===== config.mk =====
export PLATFORM = sky130hd
export DESIGN_NAME = adc_conversion_config_ctrl
export DESIGN_NICKNAME = d
export VERILOG_FILES = /design/src/verilog/adc_ctrl_pkg.sv /design/src/verilog/adc_conversion_config_ctrl.sv
export SDC_FILE = /design/constraint.sdc
export NUM_CORES = 1
export LEC_CHECK = 0
export ABC_AREA = 1
export BUFFER_PORTS_ARGS = -buffer_cell sky130_fd_sc_hd__buf_2
export CAP_MARGIN = 5
export CORE_ASPECT_RATIO = 1.2
export CORE_UTILIZATION = 58
export DETAILED_ROUTE_END_ITERATION = 10
export HOLD_SLACK_MARGIN = 0.15
export PLACE_DENSITY = 0.81
export REMOVE_ABC_BUFFERS = 1
export SLEW_MARGIN = 20
export SYNTH_ARGS = -nofsm -noshare
export SYNTH_HDL_FRONTEND = slang
export SYNTH_SLANG_ARGS = --single-unit

===== constraint.sdc =====
create_clock -name sys_clk_i -period 2.1 [get_ports sys_clk_i]
set_clock_uncertainty 0.1 [all_clocks]
set_input_delay 0.42 -clock sys_clk_i [delete_from_list [all_inputs] [get_ports sys_clk_i]]
set_output_delay 0.42 -clock sys_clk_i [all_outputs]
set_load 0.1 [all_outputs]

===== src/verilog/adc_ctrl_pkg.sv =====
// shared constants, register map and types of the converter control block
package adc_ctrl_pkg;
  // register byte offsets
  localparam logic [7:0] STAT_OFS       = 8'h00;
  localparam logic [7:0] CTL_ONE_OFS    = 8'h04;
  localparam logic [7:0] SAMPT_A_OFS    = 8'h08;
  localparam logic [7:0] SAMPT_B_OFS    = 8'h0C;
  localparam logic [7:0] RDATA_OFS      = 8'h10;
  localparam logic [7:0] OVS_CTRL_OFS   = 8'h14;
  localparam logic [7:0] CHAN_SEL_OFS   = 8'h18;
  // control register one field positions, then status and resolution field positions and channel layout
  localparam int CONV_ON_BIT    = 0;
  localparam int SW_START_BIT   = 1;
  localparam int TRIG_SRC_BIT   = 2;
  localparam int ALIGN_BIT      = 3;
  localparam int DMA_EN_BIT     = 4;
  localparam int TEMP_EN_BIT    = 5;
  localparam int REF_EN_BIT     = 6;
  localparam int DONE_IE_BIT    = 7;
  localparam int EOC_BIT        = 0;
  localparam int RES_LSB        = 0;
  localparam int CHANNELS       = 18;
  localparam int STF_W          = 3;
  localparam int SAMPT_A_CHANS  = 10;
  localparam logic [4:0] TEMP_CHAN = 5'h10;
  localparam logic [4:0] REF_CHAN  = 5'h11;
  // reset values
  localparam logic [31:0] CTL_ONE_RST = 32'h0000_0000;
  localparam logic [31:0] SAMPT_RST   = 32'h0000_0000;
  localparam logic [1:0]  RES_RST     = 2'h0;
  // resolution codes
  localparam logic [1:0] RES_12 = 2'h0;
  localparam logic [1:0] RES_10 = 2'h1;
  localparam logic [1:0] RES_8  = 2'h2;
  localparam logic [1:0] RES_6  = 2'h3;
  // converter clock: system cycles per half converter cycle (250 MHz / 16 = 15.6 MHz)
  localparam int HALF_DIV_DEFAULT = 8;
  // conversion phase in half converter cycles: 12.5, 10.5, 8.5, 6.5 cycles
  localparam logic [9:0] CONV_HALF_12 = 10'h019;
  localparam logic [9:0] CONV_HALF_10 = 10'h015;
  localparam logic [9:0] CONV_HALF_8  = 10'h011;
  localparam logic [9:0] CONV_HALF_6  = 10'h00D;

  typedef struct packed {
    logic done_ie;
    logic ref_en;
    logic temp_en;
    logic dma_en;
    logic align_left;
    logic trig_src_sw;
    logic sw_start;
    logic conv_on;
  } ctl_one_t;

  typedef enum logic [1:0] {IDLE, SAMPLE, CONVERT} conv_state_t;

  // sample time code to half converter cycles: 2.5 .. 479.5 cycles
  function automatic logic [9:0] sample_half(input logic [2:0] code);
    case (code)
      3'h0:    sample_half = 10'h005;
      3'h1:    sample_half = 10'h01D;
      3'h2:    sample_half = 10'h037;
      3'h3:    sample_half = 10'h06F;
      3'h4:    sample_half = 10'h0A7;
      3'h5:    sample_half = 10'h0DF;
      3'h6:    sample_half = 10'h11F;
      default: sample_half = 10'h3BF;
    endcase
  endfunction
endpackage


===== src/verilog/adc_conversion_config_ctrl.sv =====
// converter control: registers, trigger select, timing, result alignment, dma request
// Behaviour
// - result placement in data register follows one alignment bit of control register one
// - 6-bit resolution uses its own alignment layout
// - each channel owns a 3-bit sample time field used when sampling it
// - at 12-bit, sample plus conversion equals sample time plus 12.5 cycles
// - conversions start on rising edges of trigger input or software start only
// - trigger source bit 0 selects trigger input, 1 selects software start
// - with dma enabled, one dma request at end of each routine conversion
// - second converter instance never raises a dma request
// - temp sensor enable connects sensor to channel 16, clear powers it down
// - reference enable connects bandgap reference to channel 17 of first converter
// - results are 12 bits wide, unused low bits read as zero
// - conversion takes 12.5/10.5/8.5/6.5 cycles, sample time at least 2.5
// - converter off holds logic in reset and powers analog part down
// - each conversion stores result, sets end flag, interrupts if enabled
//
// Added by the designer: strobed register access and the register addresses.
`timescale 1ns/1ns
module adc_conversion_config_ctrl #(
  parameter int HALF_DIV      = adc_ctrl_pkg::HALF_DIV_DEFAULT,
  parameter bit SECOND_INST   = 1'b0
) (
  input  wire logic        sys_clk_i,
  input  wire logic        rst_n_i,
  input  wire logic [7:0]  addr_i,
  input  wire logic [31:0] wdata_i,
  input  wire logic        wr_i,
  input  wire logic        rd_i,
  output logic      [31:0] rdata_o,
  input  wire logic        trigger_matrix_input_i,
  input  wire logic [11:0] adc_raw_i,
  output logic      [4:0]  chan_sel_o,
  output logic             sample_o,
  output logic             analog_power_down_o,
  output logic             temp_sensor_on_o,
  output logic             int_ref_on_o,
  output logic             dma_req_o,
  output logic             eoc_irq_o
);

  adc_ctrl_pkg::ctl_one_t ctl, next_ctl;
  logic [31:0] sampt_a, next_sampt_a;
  logic [31:0] sampt_b, next_sampt_b;
  logic [1:0]  res, next_res;
  logic [4:0]  chan, next_chan;
  logic [15:0] rdata, next_rdata;
  logic        eoc, next_eoc;
  logic [31:0] rd_val, next_rd_val;

  adc_ctrl_pkg::conv_state_t state, next_state;
  logic [9:0]  cnt, next_cnt;
  logic        trig_q, next_trig_q;
  logic        sw_q, next_sw_q;
  logic        dma_req, next_dma_req;
  logic        sample, next_sample;
  logic [$clog2(HALF_DIV)-1:0] div, next_div;

  // divider reload; a trigger also reloads it so every phase spans whole half cycles
  localparam logic [$clog2(HALF_DIV)-1:0] DIV_LOAD = $clog2(HALF_DIV)'(HALF_DIV - 1);

  logic [2:0]  chan_st [adc_ctrl_pkg::CHANNELS];
  logic [2:0]  cur_st;
  logic        half_tick;
  logic        trig_edge;
  logic        conv_end;
  logic [9:0]  conv_half;
  logic [11:0] masked;
  logic [15:0] aligned;
  logic [4:0]  next_chan_sel;
  logic        next_power_down;
  logic        next_temp_on;
  logic        next_ref_on;
  logic        next_irq;

  // per-channel sample time fields, channels 0..9 in register a, the rest in b
  for (genvar g = 0; g < adc_ctrl_pkg::CHANNELS; g++) begin : g_st
    if (g < adc_ctrl_pkg::SAMPT_A_CHANS) begin : g_a
      assign chan_st[g] = sampt_a[g*adc_ctrl_pkg::STF_W +: adc_ctrl_pkg::STF_W];
    end else begin : g_b
      assign chan_st[g] =
        sampt_b[(g-adc_ctrl_pkg::SAMPT_A_CHANS)*adc_ctrl_pkg::STF_W +: adc_ctrl_pkg::STF_W];
    end
  end

  // channel numbers past the last input own no sample field; they get the shortest time
  always_comb begin
    cur_st = 3'h0;
    if (chan < 5'(adc_ctrl_pkg::CHANNELS)) begin
      cur_st = chan_st[chan];
    end
  end

  assign half_tick = (div == '0);

  // only the selected source counts, and only its low-to-high step
  assign trig_edge = ctl.trig_src_sw ? (ctl.sw_start & ~sw_q)
                                     : (trigger_matrix_input_i & ~trig_q);

  assign conv_end = (state == adc_ctrl_pkg::CONVERT) && half_tick && (cnt == 10'h001);

  always_comb begin
    case (res)
      adc_ctrl_pkg::RES_12: conv_half = adc_ctrl_pkg::CONV_HALF_12;
      adc_ctrl_pkg::RES_10: conv_half = adc_ctrl_pkg::CONV_HALF_10;
      adc_ctrl_pkg::RES_8:  conv_half = adc_ctrl_pkg::CONV_HALF_8;
      default:              conv_half = adc_ctrl_pkg::CONV_HALF_6;
    endcase
  end

  // unused low bits are forced to zero, then placed by the alignment bit
  always_comb begin
    case (res)
      adc_ctrl_pkg::RES_12: masked = adc_raw_i;
      adc_ctrl_pkg::RES_10: masked = {adc_raw_i[11:2], 2'h0};
      adc_ctrl_pkg::RES_8:  masked = {adc_raw_i[11:4], 4'h0};
      default:              masked = {adc_raw_i[11:6], 6'h00};
    endcase
    if (res == adc_ctrl_pkg::RES_6) begin
      aligned = ctl.align_left ? {8'h00, masked[11:6], 2'h0}
                               : {10'h000, masked[11:6]};
    end else begin
      aligned = ctl.align_left ? {masked, 4'h0} : {4'h0, masked};
    end
  end

  // register file
  always_comb begin
    next_ctl     = ctl;
    next_sampt_a = sampt_a;
    next_sampt_b = sampt_b;
    next_res     = res;
    next_chan    = chan;
    next_rdata   = rdata;
    next_eoc     = eoc;
    next_rd_val  = 32'h0000_0000;
    if (wr_i) begin
      case (addr_i)
        adc_ctrl_pkg::CTL_ONE_OFS:  next_ctl     = adc_ctrl_pkg::ctl_one_t'(wdata_i[7:0]);
        adc_ctrl_pkg::SAMPT_A_OFS:  next_sampt_a = {2'h0, wdata_i[29:0]};
        adc_ctrl_pkg::SAMPT_B_OFS:  next_sampt_b = {8'h00, wdata_i[23:0]};
        adc_ctrl_pkg::OVS_CTRL_OFS: next_res     = wdata_i[adc_ctrl_pkg::RES_LSB +: 2];
        adc_ctrl_pkg::CHAN_SEL_OFS: next_chan    = wdata_i[4:0];
        adc_ctrl_pkg::STAT_OFS: begin
          if (!wdata_i[adc_ctrl_pkg::EOC_BIT]) begin
            next_eoc = 1'b0;
          end
        end
        default: ;
      endcase
    end
    // a started conversion consumes the software start bit
    if (state == adc_ctrl_pkg::IDLE && trig_edge && ctl.trig_src_sw) begin
      next_ctl.sw_start = 1'b0;
    end
    // set after the software clear so a result landing in the same cycle is never lost
    if (conv_end) begin
      next_rdata = aligned;
      next_eoc   = 1'b1;
    end
    if (!ctl.conv_on) begin
      next_ctl.sw_start = 1'b0;
    end
    // reads have no side effects; an unmapped offset reads as zero
    if (rd_i) begin
      case (addr_i)
        adc_ctrl_pkg::STAT_OFS:     next_rd_val = {31'h0, eoc};
        adc_ctrl_pkg::CTL_ONE_OFS:  next_rd_val = {24'h0, ctl};
        adc_ctrl_pkg::SAMPT_A_OFS:  next_rd_val = sampt_a;
        adc_ctrl_pkg::SAMPT_B_OFS:  next_rd_val = sampt_b;
        adc_ctrl_pkg::RDATA_OFS:    next_rd_val = {16'h0, rdata};
        adc_ctrl_pkg::OVS_CTRL_OFS: next_rd_val = {30'h0, res};
        adc_ctrl_pkg::CHAN_SEL_OFS: next_rd_val = {27'h0, chan};
        default:                    next_rd_val = 32'h0000_0000;
      endcase
    end
  end

  always_ff @(posedge sys_clk_i or negedge rst_n_i) begin
    if (!rst_n_i) begin
      ctl     <= adc_ctrl_pkg::ctl_one_t'(adc_ctrl_pkg::CTL_ONE_RST[7:0]);
      sampt_a <= adc_ctrl_pkg::SAMPT_RST;
      sampt_b <= adc_ctrl_pkg::SAMPT_RST;
      res     <= adc_ctrl_pkg::RES_RST;
      chan    <= 5'h00;
      rdata   <= 16'h0000;
      eoc     <= 1'b0;
      rd_val  <= 32'h0000_0000;
    end else begin
      ctl     <= next_ctl;
      sampt_a <= next_sampt_a;
      sampt_b <= next_sampt_b;
      res     <= next_res;
      chan    <= next_chan;
      rdata   <= next_rdata;
      eoc     <= next_eoc;
      rd_val  <= next_rd_val;
    end
  end

  // sequencer: sample phase then conversion phase, counted in half converter cycles
  always_comb begin
    next_state   = state;
    next_cnt     = cnt;
    next_trig_q  = trigger_matrix_input_i;
    next_sw_q    = ctl.sw_start;
    next_dma_req = 1'b0;
    next_sample  = 1'b0;
    next_div     = half_tick ? DIV_LOAD : div - 1'b1;
    case (state)
      adc_ctrl_pkg::IDLE: begin
        if (trig_edge) begin
          next_state  = adc_ctrl_pkg::SAMPLE;
          next_cnt    = adc_ctrl_pkg::sample_half(cur_st);
          next_sample = 1'b1;
          next_div    = DIV_LOAD;
        end
      end
      adc_ctrl_pkg::SAMPLE: begin
        next_sample = 1'b1;
        if (half_tick) begin
          next_cnt = cnt - 10'h001;
          if (cnt == 10'h001) begin
            next_state  = adc_ctrl_pkg::CONVERT;
            next_cnt    = conv_half;
            next_sample = 1'b0;
          end
        end
      end
      adc_ctrl_pkg::CONVERT: begin
        if (half_tick) begin
          next_cnt = cnt - 10'h001;
          if (cnt == 10'h001) begin
            next_state   = adc_ctrl_pkg::IDLE;
            // the second instance has no dma path at all
            next_dma_req = ctl.dma_en && !SECOND_INST;
          end
        end
      end
      default: next_state = adc_ctrl_pkg::IDLE;
    endcase
    // switching the converter off aborts a conversion in flight and drops its request
    if (!ctl.conv_on) begin
      next_state   = adc_ctrl_pkg::IDLE;
      next_cnt     = 10'h000;
      next_sample  = 1'b0;
      next_dma_req = 1'b0;
    end
  end

  always_ff @(posedge sys_clk_i or negedge rst_n_i) begin
    if (!rst_n_i) begin
      state   <= adc_ctrl_pkg::IDLE;
      cnt     <= 10'h000;
      trig_q  <= 1'b0;
      sw_q    <= 1'b0;
      dma_req <= 1'b0;
      sample  <= 1'b0;
      div     <= '0;
    end else begin
      state   <= next_state;
      cnt     <= next_cnt;
      trig_q  <= next_trig_q;
      sw_q    <= next_sw_q;
      dma_req <= next_dma_req;
      sample  <= next_sample;
      div     <= next_div;
    end
  end

  // analog-side controls follow the register values they will hold next cycle
  always_comb begin
    next_chan_sel   = next_chan;
    next_power_down = !next_ctl.conv_on;
    next_temp_on    = next_ctl.temp_en;
    // the bandgap only reaches channel 17 on the first converter
    next_ref_on     = next_ctl.ref_en && !SECOND_INST;
    next_irq        = next_eoc && next_ctl.done_ie;
  end

  always_ff @(posedge sys_clk_i or negedge rst_n_i) begin
    if (!rst_n_i) begin
      chan_sel_o          <= 5'h00;
      analog_power_down_o <= 1'b1;
      temp_sensor_on_o    <= 1'b0;
      int_ref_on_o        <= 1'b0;
      eoc_irq_o           <= 1'b0;
    end else begin
      chan_sel_o          <= next_chan_sel;
      analog_power_down_o <= next_power_down;
      temp_sensor_on_o    <= next_temp_on;
      int_ref_on_o        <= next_ref_on;
      eoc_irq_o           <= next_irq;
    end
  end

  assign rdata_o   = rd_val;
  assign dma_req_o = dma_req;
  assign sample_o  = sample;

endmodule // adc_conversion_config_ctrl


# Word level (Yosys, flattened, before mapping)
# Index checks and enable logic that the tools add are counted.
[word_totals]
inputBits = 57
elab_cells = 124
ff_bits = 139
output_inout_bits = 43
[classes]
n_reduce_logical = 19
n_eq_ne = 26
mux = 46
n_lt_le_gt_ge = 2
addsub = 2
bitwise = 5
[ops]
columns = ["operator", "n"]
rows = [
  ["30-bit case mux with 7 select lines", 1],
  ["10-bit case mux with 7 select lines", 1],
  ["10-bit 2-to-1 mux", 5],
  ["16-bit 2-to-1 mux", 2],
  ["30-bit 2-to-1 mux", 1],
  ["10-bit case mux with 3 select lines", 1],
  ["8-bit by 5-bit equality test with 1-bit output, second input constant", 3],
  ["8-bit 2-to-1 mux", 3],
  ["3-bit 2-to-1 mux", 6],
  ["6-bit case mux with 3 select lines", 1],
  ["8-bit by 4-bit equality test with 1-bit output, second input constant", 2],
  ["3-bit binary-select mux with 5-bit select", 1],
  ["1-bit 2-to-1 mux", 15],
  ["5-bit case mux with 3 select lines", 1],
  ["2-bit 2-to-1 mux", 6],
  ["3-bit != test, second input constant", 4],
  ["2-bit AND reduction", 6],
  ["10-bit by 1-bit equality test with 1-bit output, second input constant", 1],
  ["10-bit by 1-bit subtractor with 10-bit output, second input constant", 1],
  ["3-bit equality test, second input constant", 3],
  ["8-bit by 3-bit equality test with 1-bit output, second input constant", 1],
  ["8-bit zero test", 1],
  ["2-bit equality test, second input constant", 3],
  ["3-bit by 2-bit equality test with 1-bit output, second input constant", 2],
  ["other kinds (19)", 29],
]

# Logic depth before layout (Yosys ltp)
[depth]
ltp_word = 10
mapped_depth = 18

# Worst setup path before layout
# Ideal clock, no wire load.
[synth_timing]
path_type = "reg2reg"
from = "register, netlist name chan_sel_o[1]"
to = "register cnt[3]"
stages_incl_launch_ff = 13
path_slack_ns = -0.311
synth_period_minus_slack_ns = 2.411
t_required_ns = 1.878
arrival_ns = 2.189
path_cell_list = "dfrtp_1 > inv_1 > buf_2 > o211ai_1 > nand3_1 > nand3_1 > nand2_1 > nand2_1 > nand2_1 > a21oi_2 > nand2_1 > nand2_1 > o21ai_1"
[synth_lines]
columns = ["item", "line_no", "text"]
rows = [
  ["end signal, assigned", "adc_conversion_config_ctrl.sv:262", "cnt <= next_cnt;"],
  ["end, declared", "adc_conversion_config_ctrl.sv:52", "logic [9:0] cnt, next_cnt;"],
]

# Worst setup path in the final report
[layout_timing]
from = "register cnt[1]"
to = "register rdata[1]"
[layout_via]
elab_chain_len = 2
[layout_lines]
columns = ["item", "line_no", "text"]
rows = [
  ["10-bit by 1-bit equality test with 1-bit output", "adc_conversion_config_ctrl.sv:100", "assign conv_end = (state == adc_ctrl_pkg::CONVERT) && half_tick && (cnt == 10'h001);"],
  ["1-bit logical AND", "adc_conversion_config_ctrl.sv:100", ""],
  ["end signal, assigned", "adc_conversion_config_ctrl.sv:195", "rdata <= next_rdata;"],
  ["end, declared", "adc_conversion_config_ctrl.sv:47", "logic [15:0] rdata, next_rdata;"],
]
# No other way between the ends.
# A chain may end at the register's enable or synchronous reset.

==> flow_metrics.py <==
metrics = {
    "floorplanning": {
        "die_area_um2": 12500,
        "dieWidth_um": 102,
        "start_util_pct": 59.9,
        "pin_count": 100,
        "num_rows": 43,
        "fp.dieH_um": 122,
        "coreArea_um2": 11600,
    },
    "grt": {
        "grt_max_degree": 55,
        "grt_pass1_wl_um": 29300,
        "antenna_found_initial": 0,
        "grt_pass1_vias": 6238,
        "track_usage_pct": 31.3,
        "overflow": 0,
    },
    "layout": {
        "n_antenna_cell": 0,
        "area_growth_pct": 24.6,
        "drive_above_1_share_pct": 20.0,
        "final_cells": 1177,
        "layout_common_cells": "244 x nand2_1, 137 x inv_1, 135 x dfrtp_1",
        "layout_commonest_cell": "nand2_1",
        "nNetsFinal": 1076,
        "stdcell_area_um2": 8680,
    },
    "setup_path": {
        "r2r_end": "rdata[1]$_DFFE_PN0P_",
        "critPathKind": "flip-flop to flip-flop",
        "rr_worst_depth": 9,
        "cpPeakStageDelay_ns": 0.38,
        "r2r_start": "cnt[1]$_DFFE_PN0P_",
        "slowest_stage": "dfrtp_1",
        "crit_chain": "inv_2 -> ha_4 -> nand3_2 -> nor3_4 -> nand2_2 -> nor3_4 -> inv_4 -> buf_12 -> o31ai_1",
        "r2r_slack_ns": 0.07,
        "cp.arrival_ns": 2.25,
        "worstPathMaxFanout": 8,
        "crit_path_end_kind": "flip-flop",
        "cp-start-kind": "flip-flop",
        "crit_path_frequent_cell": "nor3_4",
        "required_ns": 2.32,
    },
    "flow_run": {
        "cap_violations": 0,
    },
    "yosys": {
        "muxShareOfSynthArea_pct": 0,
        "yosysSeqAreaShare_pct": 49.2,
        "synth_xor_area_share_pct": 0.880,
        "synth_compound_area_share_pct": 15.1,
        "synth-simple-area-share_pct": 21.9,
        "synth_warnings": 0,
        "synth_top_family_by_area": "simple AND/OR/NAND/NOR gates",
        "yosys.area_share.adder_pct": 2.16,
        "syn_area_per_cell_um2": 7.87,
        "ys_ff_latch": 137,
        "syn_area_um2": 6960,
        "synthCells": 885,
        "synth_cell_type_count": 41,
    },
    "detailed_routing": {
        "drc": 0,
        "drt_iter0_drc": 511,
        "drt-total-wl_um": 19100,
        "viasPerCell": 5.59,
        "dr_total_vias": 6575,
        "routedWlPerCell_um": 16.2,
        "drt_pre_antenna_iters": 6,
        "ant_nets": 0,
    },
    "timing": {
        "slew_viol_final": 0,
        "setup_viol": 0,
        "fin_hold_ws_ns": 0.151,
        "finalCritPeriodShare_pct": 96.6,
        "fin_crit_ns": 2.03,
        "max_freq_mhz": 493,
        "setup_ws_ns": 0.0707,
        "timing_hold_violations_final": 0,
        "grt_setup_unrepaired": "no",
    },
    "pwr": {
        "switching_power_w": 0.00182,
        "p_leak_nw": 4.51,
        "powerDensity_nw_per_um2": 803,
        "ir_drop_mv": 0.548,
        "internal-power_w": 0.00515,
        "p_seq_share_pct": 40.4,
        "p_clk_share_pct": 46.7,
        "power_frac_comb_pct": 12.9,
        "p_sw_share_pct": 26.1,
    },
    "status": {
        "status": "finished, final reports clean",
    },
    "min_path": {
        "hold_path.startpoint": "wdata_i[24]",
        "min_to": "sampt_a[24]$_DFFE_PN0P_",
        "hold_path_class": "input pin to flip-flop",
        "whs_path_depth": 3,
    },
    "placement": {
        "port_buffers": 95,
        "dp_hpwl_um": 12700,
        "placedInstanceArea_um2": 7780,
        "place_worst_setup_slack_ns": 0.0552,
        "dp.cells": 1134,
        "gp_congestion": 0.905,
    },
    "clocking": {
        "clk_pin_slew_ns": 0.06,
        "cts_made_buffers": 17,
        "cts_buffer_depth": 2,
        "clock_sinks": 137,
        "cts_max_level": 4,
        "cts_root_buf": "clkbuf_16",
        "clock_latency_ns": 0.42,
        "tritoncts": "built",
    },
}
==> state kept, by name, indices dropped and copies added (netlist names), 2 cells and up <==
register    flops
chan_sel_o      5
cnt            10
ctl             5
div             3
rdata          16
rdata_o        30
res             2
sampt_a        30
sampt_b        24
state           2
==> how the worst max path moves through the flow <==
stage,start,to,slack [ns],depth (start not counted)
after floorplan,chan_sel_o[0]$_DFFE_PN0P_,cnt[6]$_DFFE_PN0P_,-0.69,13
after global placement,chan_sel_o[0]$_DFFE_PN0P_,cnt[3]$_DFFE_PN0P_,0.1,14
after detailed placement,cnt[1]$_DFFE_PN0P_,rdata[15]$_DFFE_PN0P_,0.06,9
after CTS,chan_sel_o[0]$_DFFE_PN0P_,cnt[4]$_DFFE_PN0P_,0.02,12
after global routing,cnt[1]$_DFFE_PN0P_,rdata[1]$_DFFE_PN0P_,0.006,9
final,cnt[1]$_DFFE_PN0P_,rdata[1]$_DFFE_PN0P_,0.07,9
==> kinds of logic (layout without fill, tap and decap cells) <==
family          count (synthesis)  count (layout)
compound gates                181             181
xor+xnor                        7               7
other cells                     1               2
simple gates                  367             367
flops                         137             137
buf+inv                       180             314
fa+ha+maj                      12              12
==> power groups by stage <==
stage	clock network [W]	logic [W]	registers [W]
after CTS	0.00326	0.000860	0.00281
after global placement	0	0.000820	0.00285
after detailed placement	0	0.000839	0.00286
after global routing	0.00338	0.000987	0.00283
final	0.00325	0.000896	0.00282
after floorplan	0	0.000416	0.00295
==> metal layers <==
| metal | global-route usage, % | share of wire (%) | vias to the layer above |
|---|---|---|---|
| met5 | 0 | 0 | - |
| met3 | 7.06 | 6.3 | 63 |
| met1 | 37.9 | 39 | 3117 |
| met4 | 16.8 | 3.9 | 0 |
| li1 | - | - | 3071 |
| met2 | 51.8 | 51 | 324 |
==> metrics by stage <==
| step | setup TNS [ns] | utilization, % | power (W) |
|---|---|---|---|
| CTS | 0 | 72.8 | 0.00693 |
| finish | 0 | 74.7 | 0.00697 |
| detailed placement | 0 | 66.9 | 0.00370 |
| global placement | 0 | 66.9 | 0.00367 |
| global route | 0 | 74.7 | 0.00719 |
| floorplan | -16.30 | - | 0.00336 |
==> final cells by class <==
type                            count  area, µm²
Clock buffer                       19        443
Clock inverter                     13        200
Fill cell                         845       2940
Inverter                          145        554
Multi-Input combinational cell    569       2920
Sequential cell                   137       3430
Tap cell                          157        196
Timing Repair Buffer              137        940
==> repair_timing <==
item,in CTS,in global routing
setup buffers,0,5
resized for setup,1,26
endpoints found under the hold margin,47,0
hold buffers,4,0
pin swaps,0,7
endpoints found under the setup margin,2,13
cloned,0,2
==> synth_stat cells, drive strengths merged <==
master  instances  area share, %
nand2         254             14
inv           145            7.9
dfrtp         136             49
o21ai         111            8.0
nor2           54            3.0
nand3          43            3.2
buf            20            2.0
a21oi          18            1.3
clkbuf         15           0.81
o22ai          13            1.2
ha             12            2.2
nor3           12            1.2
o221ai          8            1.0
o211ai          7           0.75
a221oi          6           0.75
a31oi           6           0.54
xor2            6           0.75
o31ai           4           0.43
o41ai           4           0.61
a22oi           2           0.22
or2             2           0.22
a211oi          1           0.11
a21boi          1           0.16
conb            1          0.054
dfstp           1           0.38
nand4           1          0.090
nor4            1           0.31
xnor2           1           0.13
==> worst max-delay path: cells and delay by family (launching register included) <==
| family | cells | cell delay, ns |
|---|---|---|
| AOI/OAI and AO/OA | 1 | 0.22 |
| DFF | 1 | 0.38 |
| buffers and inverters | 3 | 0.36 |
| and+or+nand+nor | 4 | 0.72 |
| adders and majority gates | 1 | 0.13 |
No activity file was read; power rests on OpenSTA's default activity.
